<file path="src/hw/css_consts.svh">
// Constants for the clock source and start-up delay selector
`ifndef CSS_CONSTS_SVH
`define CSS_CONSTS_SVH

`define CSS_SRC_PLL 4'h1
`define CSS_SRC_RC 4'h2
`define CSS_SRC_LP 4'h3
`define CSS_SRC_LFX 4'h4

`define CSS_SHIP_SRC 4'h2
`define CSS_SHIP_SUT 2'h2
`define CSS_SHIP_DIV8 1'b1

`define CSS_MS4_CYC 512
`define CSS_MS64_CYC 8192
`define CSS_CK1K 1024
`define CSS_CK16K 16384
`define CSS_CK32K 32768
`define CSS_CK_RST 16'h000E
`define CSS_CK_WAKE_SHORT 16'h0006
`define CSS_PLL_POST_DIV 4
`define CSS_DIV8_FACTOR 8

`define CSS_REG_CAL 2'h0
`define CSS_REG_PLL 2'h1
`define CSS_REG_STAT 2'h2
`define CSS_PLL_EN_BIT 0
`define CSS_PLL_ON_BIT 1
`define CSS_STAT_DIV8_BIT 6
`define CSS_STAT_RUN_BIT 7
`define CSS_CAL_RESET 8'h00

`endif

</file>
<file path="src/hw/css_pkg.sv">
// Types shared by the clock source selector
package css_pkg;
   typedef enum logic [2:0] {
      ST_BOOT = 3'b000,
      ST_RST = 3'b001,
      ST_RUN = 3'b010,
      ST_SLEEP = 3'b011,
      ST_WAKE = 3'b100,
      ST_HALT = 3'b101
   } css_state_t;

   typedef struct packed {
      logic [15:0] wakeCk;
      logic [15:0] wakeMs;
      logic [15:0] rstCk;
      logic [15:0] rstMs;
   } css_delay_t;

   typedef struct packed {
      logic [3:0] src;
      logic [1:0] startup_time_select;
      logic div8;
      logic bad;
   } css_cfg_t;
endpackage : css_pkg

</file>
<file path="src/hw/css_tick_counter.sv">
// Down counter advanced by a tick pulse
module css_tick_counter #(
   parameter int W = 16
) (
   input wire logic mclk,
   input wire logic rst_b,
   input wire logic load,
   input wire logic [W-1:0] loadVal,
   input wire logic tick,
   output logic [W-1:0] remain,
   output logic zero
);
   if (W < 1) begin : g_bad_width
      $error("Counter width must be at least 1");
   end

   always_ff @(posedge mclk or negedge rst_b) begin
      if (!rst_b) begin
         remain <= '0;
      end else if (load) begin
         remain <= loadVal;
      end else if (tick && remain != '0) begin
         remain <= remain - W'(1);
      end
   end

   assign zero = (remain == '0);
endmodule : css_tick_counter

</file>
<file path="src/hw/css_cfg_latch.sv">
// Captures the configuration bits once after reset and decodes delays
`include "css_consts.svh"
module css_cfg_latch #(
   parameter int MS4 = `CSS_MS4_CYC,
   parameter int MS64 = `CSS_MS64_CYC,
   parameter int CK16K = `CSS_CK16K,
   parameter int CK32K = `CSS_CK32K
) (
   input wire logic mclk,
   input wire logic rst_b,
   input wire logic capture,
   input wire logic [3:0] clockSourceSelect,
   input wire logic [1:0] startupTimeSelect,
   input wire logic divideByEightConfig,
   output css_pkg::css_cfg_t cfg,
   output css_pkg::css_delay_t dly
);
   localparam logic [15:0] M4 = 16'(MS4);
   localparam logic [15:0] M64 = 16'(MS64);
   localparam logic [15:0] K1 = 16'(`CSS_CK1K);
   localparam logic [15:0] K16 = 16'(CK16K);
   localparam logic [15:0] K32 = 16'(CK32K);

   if (MS4 < 1 || MS64 < 1 || CK16K < 1 || CK32K < 1 || MS4 > 65535 || MS64 > 65535 ||
       CK16K > 65535 || CK32K > 65535) begin : g_bad_count
      $error("Decoded delay counts must lie between 1 and 65535");
   end

   function automatic css_pkg::css_delay_t decode(input logic [3:0] s, input logic [1:0] f);
      css_pkg::css_delay_t d;
      d = '0;
      case (s)
         `CSS_SRC_PLL: begin
            d.wakeCk = f[0] ? K16 : K1;
            d.wakeMs = f[1] ? M64 : M4;
            d.rstCk = `CSS_CK_RST;
            d.rstMs = M4;
         end
         `CSS_SRC_RC, `CSS_SRC_LP: begin
            d.wakeCk = `CSS_CK_WAKE_SHORT;
            d.rstCk = `CSS_CK_RST;
            d.rstMs = (f == 2'h0) ? 16'h0000 : ((f == 2'h1) ? M4 : M64);
         end
         `CSS_SRC_LFX: begin
            d.wakeCk = (f == 2'h2) ? K32 : K1;
            d.rstMs = (f == 2'h0) ? M4 : M64;
         end
         default: d = '0;
      endcase
      return d;
   endfunction : decode

   function automatic logic isBad(input logic [3:0] s, input logic [1:0] f);
      logic known;
      known = (s == `CSS_SRC_PLL) || (s == `CSS_SRC_RC) || (s == `CSS_SRC_LP) ||
              (s == `CSS_SRC_LFX);
      return !known || (s != `CSS_SRC_PLL && f == 2'h3);
   endfunction : isBad

   // Shipped settings stand until the first capture
   always_ff @(posedge mclk or negedge rst_b) begin
      if (!rst_b) begin
         cfg <= '{src: `CSS_SHIP_SRC, startup_time_select: `CSS_SHIP_SUT, div8: `CSS_SHIP_DIV8, bad: 1'b0};
         dly <= '0;
      end else if (capture) begin
         cfg <= '{src: clockSourceSelect, startup_time_select: startupTimeSelect, div8: divideByEightConfig,
                  bad: isBad(clockSourceSelect, startupTimeSelect)};
         dly <= decode(clockSourceSelect, startupTimeSelect);
      end
   end
endmodule : css_cfg_latch

</file>
<file path="src/hw/clock_source_startup_select.sv">
// Clock source selection, start-up delay sequencing and calibration register
`include "css_consts.svh"
module clock_source_startup_select #(
   parameter int WDT_MS4_CYC = `CSS_MS4_CYC,
   parameter int WDT_MS64_CYC = `CSS_MS64_CYC,
   parameter int CK16K_CYC = `CSS_CK16K,
   parameter int CK32K_CYC = `CSS_CK32K
) (
   input wire logic mclk,
   input wire logic rst_b,
   input wire logic [3:0] clockSourceSelect,
   input wire logic [1:0] startupTimeSelect,
   input wire logic divideByEightConfig,
   input wire logic [7:0] factoryTrim,
   input wire logic wdtTick,
   input wire logic srcTick,
   input wire logic sleepReq,
   input wire logic wakeReq,
   input wire logic [1:0] regAddr,
   input wire logic [7:0] regWrData,
   input wire logic regWr,
   input wire logic regRd,
   output logic [7:0] regRdData,
   output logic cpuRun,
   output logic [7:0] rcOscCalibration,
   output logic pllOn,
   output logic pllTimerClkEn,
   output logic [3:0] sysSrc,
   output logic sysPllDiv4,
   output logic sysDiv8,
   output logic configError
);
   if (WDT_MS4_CYC < 1 || WDT_MS64_CYC < 1 || CK16K_CYC < 1 || CK32K_CYC < 1 ||
       WDT_MS4_CYC > 65535 || WDT_MS64_CYC > 65535 || CK16K_CYC > 65535 ||
       CK32K_CYC > 65535) begin : g_bad_param
      $error("Delay counts must lie between 1 and 65535");
   end

   css_pkg::css_state_t state;
   css_pkg::css_state_t next_state;
   css_pkg::css_cfg_t cfg;
   css_pkg::css_delay_t dly;
   logic pllEnableBit;
   logic loadCnt;
   logic [15:0] loadMs;
   logic [15:0] loadCk;
   logic [15:0] msRemain;
   logic [15:0] ckRemain;
   logic msZero;
   logic ckZero;
   logic ckTick;
   logic rstArm;

   css_cfg_latch #(
      .MS4(WDT_MS4_CYC),
      .MS64(WDT_MS64_CYC),
      .CK16K(CK16K_CYC),
      .CK32K(CK32K_CYC)
   ) u_cfg (
      .mclk(mclk),
      .rst_b(rst_b),
      .capture(state == css_pkg::ST_BOOT),
      .clockSourceSelect(clockSourceSelect),
      .startupTimeSelect(startupTimeSelect),
      .divideByEightConfig(divideByEightConfig),
      .cfg(cfg),
      .dly(dly)
   );

   // Millisecond part always runs on the watchdog oscillator
   css_tick_counter #(.W(16)) u_ms (
      .mclk(mclk),
      .rst_b(rst_b),
      .load(loadCnt),
      .loadVal(loadMs),
      .tick(wdtTick),
      .remain(msRemain),
      .zero(msZero)
   );

   // Source cycles are counted once the real-time part has elapsed
   assign ckTick = srcTick && msZero;

   css_tick_counter #(.W(16)) u_ck (
      .mclk(mclk),
      .rst_b(rst_b),
      .load(loadCnt),
      .loadVal(loadCk),
      .tick(ckTick),
      .remain(ckRemain),
      .zero(ckZero)
   );

   always_comb begin
      next_state = state;
      loadCnt = 1'b0;
      loadMs = dly.rstMs;
      loadCk = dly.rstCk;
      case (state)
         css_pkg::ST_BOOT: begin
            next_state = css_pkg::ST_RST;
         end
         css_pkg::ST_RST: begin
            if (cfg.bad) begin
               next_state = css_pkg::ST_HALT;
            end else if (msZero && ckZero) begin
               next_state = css_pkg::ST_RUN;
            end
         end
         css_pkg::ST_RUN: begin
            if (sleepReq) begin
               next_state = css_pkg::ST_SLEEP;
            end
         end
         css_pkg::ST_SLEEP: begin
            if (wakeReq) begin
               loadCnt = 1'b1;
               loadMs = dly.wakeMs;
               loadCk = dly.wakeCk;
               next_state = css_pkg::ST_WAKE;
            end
         end
         css_pkg::ST_WAKE: begin
            if (msZero && ckZero) begin
               next_state = css_pkg::ST_RUN;
            end
         end
         css_pkg::ST_HALT: begin
            next_state = css_pkg::ST_HALT;
         end
         default: begin
            next_state = css_pkg::ST_BOOT;
         end
      endcase
      // Reset delay is armed in the cycle after the configuration is caught
      if (state == css_pkg::ST_BOOT) begin
         loadCnt = 1'b0;
      end
      // Reset delay is loaded once the decoded counts of the capture stand
      if (rstArm) begin
         loadCnt = 1'b1;
         loadMs = dly.rstMs;
         loadCk = dly.rstCk;
      end
   end

   // Second load path: reset delay armed on entry to ST_RST
   always_ff @(posedge mclk or negedge rst_b) begin
      if (!rst_b) begin
         rstArm <= 1'b0;
      end else begin
         rstArm <= (state == css_pkg::ST_BOOT);
      end
   end

   always_ff @(posedge mclk or negedge rst_b) begin
      if (!rst_b) begin
         state <= css_pkg::ST_BOOT;
      end else if (rstArm) begin
         state <= css_pkg::ST_RST;
      end else begin
         state <= next_state;
      end
   end

   // Execution is allowed only in the running state
   always_ff @(posedge mclk or negedge rst_b) begin
      if (!rst_b) begin
         cpuRun <= 1'b0;
      end else begin
         cpuRun <= (next_state == css_pkg::ST_RUN) && !rstArm;
      end
   end

   // Calibration register: factory trim after reset, software afterwards
   always_ff @(posedge mclk or negedge rst_b) begin
      if (!rst_b) begin
         rcOscCalibration <= `CSS_CAL_RESET;
      end else if (state == css_pkg::ST_BOOT) begin
         rcOscCalibration <= factoryTrim;
      end else if (regWr && regAddr == `CSS_REG_CAL) begin
         rcOscCalibration <= regWrData;
      end
   end

   always_ff @(posedge mclk or negedge rst_b) begin
      if (!rst_b) begin
         pllEnableBit <= 1'b0;
      end else if (regWr && regAddr == `CSS_REG_PLL) begin
         pllEnableBit <= regWrData[`CSS_PLL_EN_BIT];
      end
   end

   // Clock path selection from the captured configuration and the PLL enable bit
   always_ff @(posedge mclk or negedge rst_b) begin
      if (!rst_b) begin
         pllOn <= 1'b0;
         pllTimerClkEn <= 1'b0;
         sysSrc <= `CSS_SHIP_SRC;
         sysPllDiv4 <= 1'b0;
         sysDiv8 <= `CSS_SHIP_DIV8;
         configError <= 1'b0;
      end else begin
         pllOn <= pllEnableBit || (cfg.src == `CSS_SRC_PLL);
         pllTimerClkEn <= pllEnableBit || (cfg.src == `CSS_SRC_PLL);
         sysSrc <= cfg.src;
         sysPllDiv4 <= (cfg.src == `CSS_SRC_PLL);
         sysDiv8 <= cfg.div8;
         configError <= cfg.bad;
      end
   end

   // Read data stand in the cycle after the read strobe
   always_ff @(posedge mclk or negedge rst_b) begin
      if (!rst_b) begin
         regRdData <= 8'h00;
      end else if (regRd) begin
         case (regAddr)
            `CSS_REG_CAL: regRdData <= rcOscCalibration;
            `CSS_REG_PLL: regRdData <= {6'h00, pllOn, pllEnableBit};
            `CSS_REG_STAT: regRdData <= {cpuRun, cfg.div8, cfg.startup_time_select, cfg.src};
            default: regRdData <= 8'h00;
         endcase
      end else begin
         regRdData <= 8'h00;
      end
   end

   a_pll_enable_path: assert property (@(posedge mclk) disable iff (!rst_b)
      ##1 (pllOn == $past(pllEnableBit || (cfg.src == `CSS_SRC_PLL))))
      else $error("PLL enable does not follow bit or source");

   a_pll_div_four: assert property (@(posedge mclk) disable iff (!rst_b)
      sysPllDiv4 |-> (sysSrc == `CSS_SRC_PLL))
      else $error("Divide by four without PLL source");

   a_trim_reset_load: assert property (@(posedge mclk) disable iff (!rst_b)
      (state == css_pkg::ST_BOOT) |=> (rcOscCalibration == $past(factoryTrim)))
      else $error("Factory trim not loaded");

   a_trim_sw_write: assert property (@(posedge mclk) disable iff (!rst_b)
      (regWr && regAddr == `CSS_REG_CAL && state != css_pkg::ST_BOOT)
      |=> (rcOscCalibration == $past(regWrData)))
      else $error("Calibration write lost");

   a_run_after_delay: assert property (@(posedge mclk) disable iff (!rst_b)
      $rose(cpuRun) |-> (msRemain == 16'h0000 && ckRemain == 16'h0000))
      else $error("Execution started before delay expired");

   a_wake_holds_cpu: assert property (@(posedge mclk) disable iff (!rst_b)
      (state == css_pkg::ST_WAKE && !ckZero) |-> ##1 !cpuRun)
      else $error("Running during wake delay");

   a_ms_wdt_only: assert property (@(posedge mclk) disable iff (!rst_b)
      (state == css_pkg::ST_RST && !rstArm && !wdtTick && !msZero)
      |=> (msRemain == $past(msRemain)))
      else $error("Millisecond count moved without watchdog tick");

   a_bad_cfg_halt: assert property (@(posedge mclk) disable iff (!rst_b)
      configError |-> ##[0:2] (!cpuRun && state == css_pkg::ST_HALT))
      else $error("Reserved setting did not halt");

   a_cfg_held: assert property (@(posedge mclk) disable iff (!rst_b)
      (state != css_pkg::ST_BOOT && $past(state) != css_pkg::ST_BOOT) |-> $stable(cfg))
      else $error("Configuration changed during operation");

   a_div8_follow: assert property (@(posedge mclk) disable iff (!rst_b)
      ##1 (sysDiv8 == $past(cfg.div8)))
      else $error("Divide by eight not applied");

   a_rst_delay_load: assert property (@(posedge mclk) disable iff (!rst_b)
      rstArm |=> (msRemain == $past(dly.rstMs) && ckRemain == $past(dly.rstCk)))
      else $error("Reset delay not loaded");

   a_wake_delay_load: assert property (@(posedge mclk) disable iff (!rst_b)
      (state == css_pkg::ST_SLEEP && wakeReq)
      |=> (msRemain == $past(dly.wakeMs) && ckRemain == $past(dly.wakeCk)))
      else $error("Wake delay not loaded");

   a_ck_waits_ms: assert property (@(posedge mclk) disable iff (!rst_b)
      (!msZero && !loadCnt) |=> (ckRemain == $past(ckRemain)))
      else $error("Source cycles counted before millisecond part");

   a_sleep_stops_cpu: assert property (@(posedge mclk) disable iff (!rst_b)
      (state == css_pkg::ST_RUN && sleepReq) |=> !cpuRun)
      else $error("Execution continued after sleep request");

   a_halt_no_run: assert property (@(posedge mclk) disable iff (!rst_b)
      (state == css_pkg::ST_HALT) |-> !cpuRun)
      else $error("Execution allowed while halted");

   a_run_state_match: assert property (@(posedge mclk) disable iff (!rst_b)
      cpuRun == (state == css_pkg::ST_RUN))
      else $error("Execution flag out of step with state");

   a_timer_clk_path: assert property (@(posedge mclk) disable iff (!rst_b)
      ##1 (pllTimerClkEn == $past(pllEnableBit || (cfg.src == `CSS_SRC_PLL))))
      else $error("Timer clock path does not follow PLL enable");

   a_src_follow: assert property (@(posedge mclk) disable iff (!rst_b)
      ##1 (sysSrc == $past(cfg.src)))
      else $error("System source does not follow configuration");

   a_pll_div_src: assert property (@(posedge mclk) disable iff (!rst_b)
      (cfg.src == `CSS_SRC_PLL) |=> sysPllDiv4)
      else $error("PLL source without divide by four");

   a_cal_read: assert property (@(posedge mclk) disable iff (!rst_b)
      (regRd && regAddr == `CSS_REG_CAL) |=> (regRdData == $past(rcOscCalibration)))
      else $error("Calibration read back wrong");
endmodule : clock_source_startup_select

</file>
<file path="config.mk">
export PLATFORM = sky130hd
export DESIGN_NAME = clock_source_startup_select
export DESIGN_NICKNAME = d
export VERILOG_FILES = /design/src/hw/css_pkg.sv /design/src/hw/css_tick_counter.sv /design/src/hw/css_cfg_latch.sv /design/src/hw/clock_source_startup_select.sv
export VERILOG_INCLUDE_DIRS = /design/src /design/src/hw
export SDC_FILE = /design/constraint.sdc
export NUM_CORES = 1
export LEC_CHECK = 0
export ABC_AREA = 1
export BUFFER_PORTS_ARGS = -buffer_cell sky130_fd_sc_hd__buf_2
export CAP_MARGIN = 20
export CORE_UTILIZATION = 50
export CTS_BUF_LIST = sky130_fd_sc_hd__clkbuf_16
export CTS_CLUSTER_DIAMETER = 150
export CTS_CLUSTER_SIZE = 10
export DETAILED_ROUTE_END_ITERATION = 8
export HOLD_SLACK_MARGIN = 0.03
export PLACE_DENSITY = 0.71
export REMOVE_ABC_BUFFERS = 1
export SKIP_LAST_GASP = 1
export SYNTH_ARGS = -nofsm -noshare
export SYNTH_HDL_FRONTEND = slang
export SYNTH_SLANG_ARGS = --single-unit
export TNS_END_PERCENT = 30
</file>
<file path="constraint.sdc">
create_clock -name mclk -period 3.9 [get_ports mclk]
set_input_delay 0.78 -clock mclk [delete_from_list [all_inputs] [get_ports mclk]]
set_output_delay 0.78 -clock mclk [all_outputs]
set_load 0.1 [all_outputs]
</file>
## Yosys cells after proc, flatten, opt, wreduce, memory -nomap -nowiden

Cells that the tools add are included.

| storage, ports and cells | value |
|---|---|
| register bits after elaboration | 134 |
| bits in latches | 0 |
| RAM bits | 0 |
| bits in read-only memories | 0 |
| word-level logic and storage cells | 101 |
| memories kept | 0 |

| cells by class | value |
|---|---|
| add/subtract/negate cells | 2 |
| multipliers | 0 |
| div/mod/pow operators | 0 |
| $lt $le $gt $ge | 0 |
| equality and inequality tests | 17 |
| shifts and indexed selects | 0 |
| mux-type cells | 34 |
| bitwise operators | 0 |
| reduce and logical (&&, ||, !) cells | 27 |

Operators by type and width:

| kind | count |
|---|---|
| two-way mux 16 bit | 13 |
| one-hot mux 16 bit (3 select lines) | 2 |
| two-way mux 14 bit | 3 |
| zero test 16 bit | 2 |
| nonzero test 16 bit | 2 |
| subtractor 16 x 1 -> 16 bit (second input constant) | 2 |
| two-way mux 8 bit | 3 |
| one-hot mux 8 bit (3 select lines) | 1 |
| one-hot mux 3 bit (6 select lines) | 1 |
| two-way mux 15 bit | 1 |
| two-way mux 3 bit | 5 |
| equality test 3 x 2 -> 1 bit (second input constant) | 3 |
| equality test 4 x 1 -> 1 bit (second input constant) | 2 |
| equality test 4 x 2 -> 1 bit (second input constant) | 2 |
| logical AND 1 bit | 8 |
| equality test 2 bit (second input constant) | 3 |
| equality test 3 bit (second input constant) | 2 |
| nonzero test 2 bit | 3 |
| logical OR 1 bit | 5 |
| equality test 2 x 1 -> 1 bit (second input constant) | 2 |
| equality test 4 x 3 -> 1 bit (second input constant) | 1 |
| zero test 2 bit | 2 |
| two-way mux 1 bit | 4 |
| two-way mux 4 bit | 1 |
| other kinds (6) | 7 |

## Logic depth before layout (Yosys ltp)

Gate-level depths: netlist (run 1).

| logic depth | value |
|---|---|
| word-level depth | 7 |
| mapped depth | 12 |
| gate-level depth less buffers | 12 |

## Modules after synthesis

Synthesis (run 1) repeated with hierarchy kept, for this count alone.

| second synthesis, totals | value |
|---|---|
| cell total of the unflattened synthesis | 765 |
| area, all modules | 5850.6 µm² |

Modules (own cells, without submodules):

| module | times used | cells each | area an instance (µm²) |
|---|---|---|---|
| css_tick_counter | 2 | 181 | 1337.5 |
| clock_source_startup_select | 1 | 255 | 1996.9 |
| css_cfg_latch | 1 | 148 | 1178.6 |

## Least setup slack after synthesis (run 1)

Ideal clock, no wire load.

| timing | value |
|---|---|
| kind | register to output |
| from | register pllTimerClkEn |
| to | output port pllTimerClkEn |
| arrival time | 1340 ps |
| slack | 1780 ps |
| cell stages (with the launch flop) | 2 |
| buffers on the path | 1 |
| cells stage by stage | dfrtp_1 > buf_4 |

RTL lines:

| element | line | source |
|---|---|---|
| from (decl) | clock_source_startup_select.sv:27 | `output logic pllTimerClkEn,` |
| from (signal assigned) | clock_source_startup_select.sv:205 | `` pllTimerClkEn <= pllEnableBit \|\| (cfg.src == `CSS_SRC_PLL); `` |

No word-level cell between the ends.

## Worst setup path in the final report (run 1)

| timing | value |
|---|---|
| from | register sysSrc[1] |
| to | output port sysSrc[1] |

RTL lines:

| element | line | source |
|---|---|---|
| from (decl) | clock_source_startup_select.sv:28 | `output logic [3:0] sysSrc,` |
| from (signal assigned) | clock_source_startup_select.sv:199 | `` sysSrc <= `CSS_SHIP_SRC; `` |
| from (signal assigned) | clock_source_startup_select.sv:206 | `sysSrc <= cfg.src;` |

No word-level cell between the ends.

==> run_results.csv, run 1 <==
group,metric,value,unit
status,outcome,"completed",
power_and_ir_drop,power,4.05,mW
floorplanning,fp.dieArea,8560,um2
global_routing,grt_util_met1,0.302,
timing,worstMarginPinSlew,0.969,ns
clock_tree,clk_pin_slew,0.06,ns
synth,yosysSeqAreaShare,0.484,
synth,synth_cells,540,
synth,ys_ff_latch,79,
floorplanning,die_h,92.5,um
timing,max_freq,492,MHz
synth,synth_edf_count,0,
final_layout,final_nets,637,
detailed_routing,vias_per_cell,5.15,
power_and_ir_drop,total_leakage_power,2.47,nW
detailed_routing,firstDrtPassIters,5,
power_and_ir_drop,p_comb_frac,0.457,
worst_setup_path,crit_buf_inv,1,
synth,async_flop_share,1.00,
global_routing,gr-usage-met2,0.383,
clock_tree,htreeDepth,3,
placed_design,gp_congestion,0.859,
power_and_ir_drop,peakVddDrop,445,uV
clock_tree,cts_root_buffer,"clkbuf_16",
synth,yosys.cell_count.top_type,"nand2_1",
detailed_routing,dr.first_iter.drc_count,197,
placed_design,dp_hpwl,6310,um
floorplanning,initial_utilization,0.525,
clock_tree,clockBufferDepth,2,
global_routing,grt_max_degree,80,
clock_tree,cts_tree,"built",
clock_tree,cts_sinks,79,
floorplanning,die_x,92.5,um
timing,clock_skew,0.00670,ns
final_layout,drive_gt1_frac,0.174,
worst_setup_path,max_stage_delay,0.51,ns
power_and_ir_drop,switchingPower,1.97,mW
timing,timing.final.crit_period,2.03,ns
detailed_routing,wirelength,9020,um
synth,synth_area,4100,um2
detailed_routing,avgRoutedWirePerCell,12.8,um
worst_setup_path,critPathCaptureType,"primary output",
timing,fin_crit_sh,0.522,
synth,avgSynthCellArea,7.59,um2
global_routing,grt_pass1_vias,3539,
floorplanning,placementRows,32,
power_and_ir_drop,swShare,0.487,
worst_setup_path,timing.rr.start,"u_ms.remain[0]",
timing,rsz0062_at_grt,"false",
worst_setup_path,cpLargestDelayFamily,"flip-flops",
worst_setup_path,cp.arrival,1.25,ns
clock_tree,cts_setup_buffers,0,
final_layout,fillerInstances,707,
worst_setup_path,crit_path_top_delay_cell,"dfstp_2",
timing,setup_viol,0,
placed_design,port_buffers,58,
worst_setup_path,critical_path.startpoint,"sysSrc[1]",
worst_setup_path,path_cells,"buf_2",
synth,synthTopCellsByArea,"dfrtp_1 45%, nand2_1 12%, o21ai_0 6.7%",
global_routing,grt-busiest-layer,"met2",
detailed_routing,vias,3639,
worst_setup_path,crit_required,3.12,ns
detailed_routing,antenna_left,0,
global_routing,grtUsageTotal,0.234,
worst_setup_path,critical_path.startpoint_type,"register",
clock_tree,clock_latency,0.33,ns
timing,timing.slew.headroom,0.354,
clock_tree,cts_buffers,9,
worst_setup_path,crit_type,"register to primary output",
synth,synth.distinct_cells,34,
min_path,hold_start,"u_cfg.cfg[1]",
final_layout,syn2layout_area_growth,16.2,%
timing,finalSetupTns,0,ns
floorplanning,coreArea,7810,um2
synth,synth_top_area_share,0.452,
timing,hold_violations,0,
synth,ys.flop_type,"dfrtp_1",
run,drv_cap,0,
global_routing,antenna_found_initial,0,
worst_setup_path,cp_max_fo,1,
synth,synth_top_cells_by_count,"136 x nand2_1, 74 x dfrtp_1, 73 x nor2_1, 61 x inv_1, 55 x o21ai_0",
timing,finalMaxSlewViolations,0,
synth,synth_warnings,0,
power_and_ir_drop,pwr-share-clk,0.207,
power_and_ir_drop,seqPwrFrac,0.337,
global_routing,grt.met3_usage,0.0534,
clock_tree,ctsHoldBuffers,0,
floorplanning,boundaryPins,59,
clock_tree,cts_resized,0,
global_routing,grt_overflow_total,0,
min_path,min_path_type,"register to register",
final_layout,antenna_cells,0,
power_and_ir_drop,internal-power,2.07,mW
synth,yosysTopAreaCell,"dfrtp_1",
final_layout,final_util,0.610,
timing,whs,0.377,ns
power_and_ir_drop,p_per_area,850,nW/um2
global_routing,grt_pass1_wl,15900,um
detailed_routing,drc,0,
cell type report:
type                            count  area [um2]  area share
Clock buffer                        9         225      0.0473
Clock inverter                      7        72.6      0.0152
Inverter                           68         255      0.0536
Multi-Input combinational cell    383        1800       0.377
Sequential cell                    79        1980       0.417
Tap cell                          102         128      0.0268
Timing Repair Buffer               59         300      0.0631
flip-flops by register name (all words and copies together) (netlist names):
register          count
configError           1
cpuRun                1
pllEnableBit          1
pllTimerClkEn         1
rcOscCalibration      8
regRdData             8
rstArm                1
state                 3
sysDiv8               1
sysPllDiv4            1
sysSrc                4
u_cfg.cfg             8
u_cfg.dly             9
u_ck.remain          16
u_ms.remain          16
layer usage:
| metal | up-vias | wire (um) |
|---|---|---|
| met4 | 0 | 177 |
| met1 | 1664 | 4080 |
| met5 | - | 0 |
| met2 | 102 | 4200 |
| li1 | 1856 | - |
| met3 | 17 | 557 |
stage by stage:
step                      instances  instance area [um2]  setup WS, ns
after floorplan                 530                 4030          1.63
after global placement          691                 4460          1.79
after detailed placement        691                 4460          1.74
after CTS                       707                 4760          1.86
after global routing            707                 4760          1.78
final                           707                 4760          1.87
logic make-up after synthesis:
family                   Yosys count  share of synthesized area
AND/OR/NAND/NOR                  285                      0.300
AO/OA/AOI/OAI                     89                      0.115
flip-flops                        79                      0.484
buffers and inverters             78                     0.0779
XOR/XNOR                           5                     0.0107
adder cells (fa/ha/maj)            4                     0.0122
layout by cell type (no fill, tap or decap), types with 2 or more instances in the layout:
cell         n
clkinv_1     2
a21oi_1     19
buf_4        2
nand3_1     39
o21ai_1      2
nor3_1       6
o31ai_1      2
o21ai_0     55
nor2_4       3
nand2_2      8
nor2_2       4
inv_1       61
ha_1         4
xor2_1       5
dfstp_2      5
dfrtp_1     74
o22ai_1      5
buf_2       57
clkbuf_16    9
o211ai_1     2
nand2_1    136
inv_2        6
nor2_1      73
nand4_1     11
clkinv_4     2
worst paths after layout:
kind,end,slack [ns],depth (start not counted)
worst min register to register,sysDiv8,0.38,0
min in group asynchronous,u_ms.remain[14],0.60,1
worst min-delay path,sysDiv8,0.38,0
worst max-delay path,sysSrc[1],1.87,1
max in group asynchronous,state[0],2.67,1
worst max register to register,u_ck.remain[3],1.95,11
power groups by stage:
stage                     Clock, mW  Sequential [mW]  Combinational (mW)
after floorplan                   0             1.97               0.862
after global placement            0             1.36                1.81
after detailed placement          0             1.37                1.84
after CTS                     0.849             1.36                1.85
after global routing          0.891             1.41                2.04
final                         0.836             1.36                1.85
No activity file was read; power rests on OpenSTA's default activity.
==> run 2: changes to the inputs <==
==> constraint.sdc (replaced) <==
create_clock -name mclk -period 2.07 [get_ports mclk]
set_input_delay 0.414 -clock mclk [delete_from_list [all_inputs] [get_ports mclk]]
set_output_delay 0.414 -clock mclk [all_outputs]
set_load 0.1 [all_outputs]
==> run_results.csv, run 2 (synthesis results as in run 1) <==
group,metric,value,unit
status,outcome,"completed",
timing,worstMarginPinSlew,0.541,ns
detailed_routing,antenna_left,0,
power_and_ir_drop,pwr-share-clk,0.216,
power_and_ir_drop,p_per_area,1600,nW/um2
worst_setup_path,critical_path.startpoint,"u_ms.remain[0]",
final_layout,final_nets,645,
detailed_routing,avgRoutedWirePerCell,12.9,um
worst_setup_path,timing.rr.start,"u_ms.remain[0]",
timing,clock_skew,0.00832,ns
global_routing,grt_max_degree,34,
floorplanning,coreArea,7810,um2
placed_design,port_buffers,58,
floorplanning,boundaryPins,59,
min_path,min_path_type,"input pin to register",
global_routing,grtUsageTotal,0.235,
timing,setup_viol,0,
floorplanning,die_h,92.5,um
timing,rsz0062_at_grt,"false",
worst_setup_path,crit_path_top_delay_cell,"dfrtp_1",
power_and_ir_drop,peakVddDrop,1030,uV
placed_design,dpl.cell_count,698,
timing,max_freq,534,MHz
timing,finalMaxSlewViolations,0,
final_layout,most-common-layout-cells,"136 x nand2_1, 74 x dfrtp_1, 73 x nor2_1",
placed_design,gp_congestion,0.850,
timing,finalSetupTns,0,ns
global_routing,antenna_found_initial,0,
clock_tree,clk_pin_slew,0.07,ns
global_routing,grt_pass1_vias,3537,
final_layout,final_common_cell,"nand2_1",
clock_tree,cts_setup_buffers,0,
worst_setup_path,cpLargestDelayFamily,"simple AND/OR/NAND/NOR gates",
placed_design,dp_hpwl,6760,um
worst_setup_path,cp.arrival,2.09,ns
timing,fin_crit_sh,0.905,
detailed_routing,wirelength,9210,um
clock_tree,clock_latency,0.34,ns
detailed_routing,dr.first_iter.drc_count,130,
floorplanning,die_x,92.5,um
timing,timing.slew.headroom,0.638,
final_layout,fillerInstances,702,
worst_setup_path,path_depth,11,
worst_setup_path,path_cells,"inv_1 > ha_1 > nand2_1 > nor2_1 > nand2_2 > nor2_4 > nand2_2 > nor2_4 > nor2_1 > nand2_1 > o21ai_0",
power_and_ir_drop,swShare,0.490,
placed_design,dpl-instance-area,4530,um2
worst_setup_path,crit_type,"register to register",
min_path,hold_start,"divideByEightConfig",
clock_tree,cts_buffers,9,
clock_tree,clockBufferDepth,2,
timing,timing.final.crit_period,1.87,ns
final_layout,reg_top3,"u_ck.remain (16), u_ms.remain (16), u_cfg.dly (9)",
placed_design,dp_slack,0.234,ns
floorplanning,initial_utilization,0.525,
final_layout,syn2layout_area_growth,18.5,%
power_and_ir_drop,total_leakage_power,2.52,nW
power_and_ir_drop,seqPwrFrac,0.331,
floorplanning,placementRows,32,
floorplanning,fp.dieArea,8560,um2
detailed_routing,vias_per_cell,5.19,
timing,hold_violations,0,
global_routing,grt_pass1_wl,15800,um
power_and_ir_drop,power,7.75,mW
final_layout,drive_gt1_frac,0.184,
worst_setup_path,worstRegToRegCells,11,
worst_setup_path,critical_path.startpoint_type,"register",
final_layout,finalNonFillerCells,715,
power_and_ir_drop,switchingPower,3.80,mW
min_path,min_path_cells,3,
detailed_routing,drc,0,
power_and_ir_drop,internal-power,3.95,mW
clock_tree,htreeDepth,3,
timing,finalWorstSetupSlack,0.197,ns
worst_setup_path,max_stage_delay,0.39,ns
detailed_routing,vias,3711,
clock_tree,cts_tree,"built",
global_routing,grt_overflow_total,0,
final_layout,antenna_cells,0,
final_layout,design_area,4850,um2
run,drv_cap,0,
power_and_ir_drop,p_comb_frac,0.453,
clock_tree,cts_sinks,79,
worst_setup_path,crit_required,2.29,ns
worst_setup_path,crit_buf_inv,1,
worst_setup_path,cp_max_fo,16,
clock_tree,cts_root_buffer,"clkbuf_16",
detailed_routing,firstDrtPassIters,4,
worst_setup_path,critPathCaptureType,"register",
==> run 2: cell types whose count changed in the layout (fill, tap and decap cells not counted) <==
cell,before,now
inv_6,1,5
o21ai_2,1,0
o21ai_4,0,1
buf_12,0,1
clkinv_1,2,1
inv_8,0,1
clkinv_4,2,0
clkinv_2,1,0
clkinvlp_4,1,0
dlygate4sd3_1,0,1
buf_4,2,8
==> run 2: layout make-up <==
| cell class | instances | area, um2 | area share |
|---|---|---|---|
| clock buffers | 9 | 225 | 0.0464 |
| multi-input cells | 383 | 1800 | 0.371 |
| repair buffers | 67 | 375 | 0.0773 |
| well taps | 102 | 128 | 0.0263 |
| inverters | 68 | 255 | 0.0526 |
| clock inverters | 7 | 85.1 | 0.0175 |
| flip-flops and latches | 79 | 1980 | 0.409 |
==> run 2: path summary, 6_finish.rpt <==
path                                    to  slack (ns)
min reg2reg                        sysDiv8        0.38
max in group asynchronous     u_cfg.cfg[3]        0.86
max                         u_ck.remain[3]        0.20
min                           u_cfg.cfg[1]        0.27
min in group asynchronous  u_ms.remain[14]        0.55
max reg2reg                 u_ck.remain[3]        0.20
==> run 2: worst min-delay path: stages <==
cell and delay (ns):
buf_2 0.09, nand2_1 0.05, nand2_1 0.04
==> run 2: power groups by stage <==
stage               logic, mW  registers, mW  clock network (mW)
floorplan                1.62           3.72                   0
global route             3.86           2.64                1.75
detailed placement       3.48           2.59                   0
global placement         3.41           2.57                   0
finish                   3.51           2.57                1.68
CTS                      3.51           2.57                1.68
==> run 2: routing by layer <==
layer | part of all wire | track usage
met1 | 0.44 | 0.289
met2 | 0.49 | 0.400
met3 | 0.056 | 0.0509
met4 | 0.013 | 0.0938
met5 | 0 | 0
==> run 2: metrics by stage <==
step            util  hold WS [ns]
2_1_floorplan      -         0.118
3_3_place_gp   0.580         0.371
3_5_place_dp   0.580         0.367
6_report       0.622         0.266
4_1_cts        0.621         0.262
5_1_grt        0.622         0.285
==> run 2: what timing repair did <==
item	in CTS	in global routing
endpoints found under the hold margin	26	0
gates resized for setup	0	1
hold buffers	1	0
endpoints found under the setup margin	0	4
==> run 3: changes to the inputs <==
--- a/config.mk
+++ b/config.mk
@@ -10,7 +10,7 @@
 export BUFFER_PORTS_ARGS = -buffer_cell sky130_fd_sc_hd__buf_2
 export CAP_MARGIN = 20
 export CORE_UTILIZATION = 50
-export CTS_BUF_LIST = sky130_fd_sc_hd__clkbuf_16
+export CTS_BUF_LIST = sky130_fd_sc_hd__clkbuf_8
 export CTS_CLUSTER_DIAMETER = 150
 export CTS_CLUSTER_SIZE = 10
 export DETAILED_ROUTE_END_ITERATION = 8
==> run_results.csv, run 3 (synthesis results as in run 1) <==
group,metric,value,unit
worst_setup_path,r2r_end,"u_ck.remain[3]",
placed_design,dp_slack,0.234,ns
global_routing,antenna_found_initial,0,
min_path,hold_start,"divideByEightConfig",
timing,setup_viol,0,
worst_setup_path,crit_type,"register to register",
clock_tree,cts_sinks,79,
final_layout,antenna_cells,0,
detailed_routing,avgRoutedWirePerCell,12.8,um
worst_setup_path,r2r_slack,0.22,ns
status,outcome,"completed",
final_layout,finalNonFillerCells,715,
final_layout,reg_top3,"u_ck.remain (16), u_ms.remain (16), u_cfg.dly (9)",
final_layout,most-common-layout-cells,"136 x nand2_1, 74 x dfrtp_1, 73 x nor2_1",
timing,hold_violations,0,
timing,finalWorstSetupSlack,0.218,ns
clock_tree,htreeDepth,3,
power_and_ir_drop,switchingPower,3.74,mW
power_and_ir_drop,p_per_area,1540,nW/um2
floorplanning,initial_utilization,0.525,
floorplanning,placementRows,32,
clock_tree,clk_pin_slew,0.09,ns
timing,fin_crit_sh,0.895,
min_path,min_path_cells,3,
worst_setup_path,cp_max_fo,16,
worst_setup_path,critical_path.startpoint_type,"register",
final_layout,syn2layout_area_growth,16.0,%
power_and_ir_drop,internal-power,3.57,mW
detailed_routing,antenna_left,0,
detailed_routing,vias_per_cell,5.13,
detailed_routing,drc,0,
clock_tree,cts_buffers,9,
power_and_ir_drop,total_leakage_power,2.47,nW
clock_tree,cts_tree,"built",
global_routing,grtUsageTotal,0.233,
final_layout,drive_gt1_frac,0.184,
placed_design,port_buffers,58,
timing,finalSetupTns,0,ns
timing,rsz0062_at_grt,"false",
worst_setup_path,timing.rr.start,"u_ms.remain[0]",
timing,finalMaxSlewViolations,0,
worst_setup_path,worstRegToRegCells,11,
clock_tree,clock_latency,0.36,ns
placed_design,dpl.cell_count,698,
floorplanning,fp.dieArea,8560,um2
clock_tree,cts_root_buffer,"clkbuf_8",
power_and_ir_drop,pwr-share-clk,0.169,
power_and_ir_drop,p_comb_frac,0.480,
placed_design,dpl-instance-area,4530,um2
final_layout,final_common_cell,"nand2_1",
timing,worstMarginPinSlew,0.543,ns
detailed_routing,wirelength,9150,um
worst_setup_path,cp.arrival,2.09,ns
global_routing,grt_max_degree,34,
detailed_routing,dr.first_iter.drc_count,116,
power_and_ir_drop,swShare,0.511,
power_and_ir_drop,peakVddDrop,1030,uV
min_path,min_path_type,"input pin to register",
timing,timing.final.crit_period,1.85,ns
timing,timing.slew.headroom,0.636,
final_layout,final_nets,645,
placed_design,gp_congestion,0.850,
clock_tree,clockBufferDepth,2,
worst_setup_path,critPathCaptureType,"register",
worst_setup_path,crit_required,2.31,ns
timing,clock_skew,0.00679,ns
final_layout,design_area,4750,um2
run,drv_cap,0,
global_routing,grt_pass1_wl,15700,um
floorplanning,coreArea,7810,um2
timing,max_freq,540,MHz
global_routing,grt_pass1_vias,3533,
detailed_routing,vias,3668,
detailed_routing,firstDrtPassIters,5,
clock_tree,cts_setup_buffers,0,
min_path,holdPathEnd,"u_cfg.cfg[1]",
floorplanning,die_h,92.5,um
power_and_ir_drop,seqPwrFrac,0.351,
floorplanning,boundaryPins,59,
global_routing,grt_overflow_total,0,
floorplanning,die_x,92.5,um
placed_design,dp_hpwl,6760,um
==> run 3: cell types whose count changed in the layout (fill, tap and decap cells not counted) <==
cell | previous run | this run
clkbuf_16 | 9 | 0
clkbuf_8 | 0 | 9
==> run 3: power by group through the flow <==
stage	clock network (mW)	registers, mW	logic, mW
floorplan	0	3.72	1.62
global placement	0	2.57	3.41
detailed placement	0	2.59	3.48
CTS	1.26	2.56	3.51
global route	1.32	2.64	3.86
finish	1.24	2.57	3.51
==> run 3: layout make-up <==
type / count / area [um2]
multi-input cells: 383 / 1800
repair buffers: 67 / 375
flip-flops and latches: 79 / 1980
clock inverters: 7 / 85.1
clock buffers: 9 / 124
well taps: 102 / 128
inverters: 68 / 255
fillers: 720 / 3050
==> run 3: critical path, stage by stage (launching register included) <==
cell     delay [ns]
dfrtp_1        0.40
inv_1          0.11
ha_1           0.18
nand2_1        0.06
nor2_1         0.11
nand2_2        0.08
nor2_4         0.12
nand2_2        0.09
nor2_4         0.31
nor2_1         0.14
nand2_1        0.07
o21ai_0        0.08
==> run 3: metal layers <==
| layer | up-vias | global-route usage | part of all wire |
|---|---|---|---|
| met3 | 8 | 0.0550 | 0.046 |
| met2 | 74 | 0.394 | 0.49 |
| met5 | - | 0 | 0 |
| met1 | 1712 | 0.288 | 0.45 |
| met4 | 0 | 0.0885 | 0.010 |
| li1 | 1874 | - | - |
==> run 3: worst max path at each step <==
stage | cells after the start | to | slack, ns | from
after global placement | 11 | u_ck.remain[3] | 0.32 | u_ms.remain[0]
after CTS | 9 | u_ck.remain[13] | 0.21 | u_ms.remain[0]
after floorplan | 5 | u_cfg.dly[13] | 0.08 | state[2]
after detailed placement | 9 | u_ck.remain[13] | 0.23 | u_ms.remain[0]
final | 11 | u_ck.remain[3] | 0.22 | u_ms.remain[0]
after global routing | 11 | u_ck.remain[3] | 0.02 | u_ms.remain[0]
==> run 3: through the flow <==
step	hold slack, ns	total power, mW	util
final	0.251	7.31	0.609
after global routing	0.251	7.82	0.609
after CTS	0.230	7.32	0.608
after detailed placement	0.367	6.07	0.580
after global placement	0.371	5.99	0.580
after floorplan	0.118	5.34	-
==> run 3: timing repair <==
item	in CTS	in global routing
endpoints found under the hold margin	26	0
gates resized for setup	0	1
hold buffers	1	0
endpoints found under the setup margin	0	3
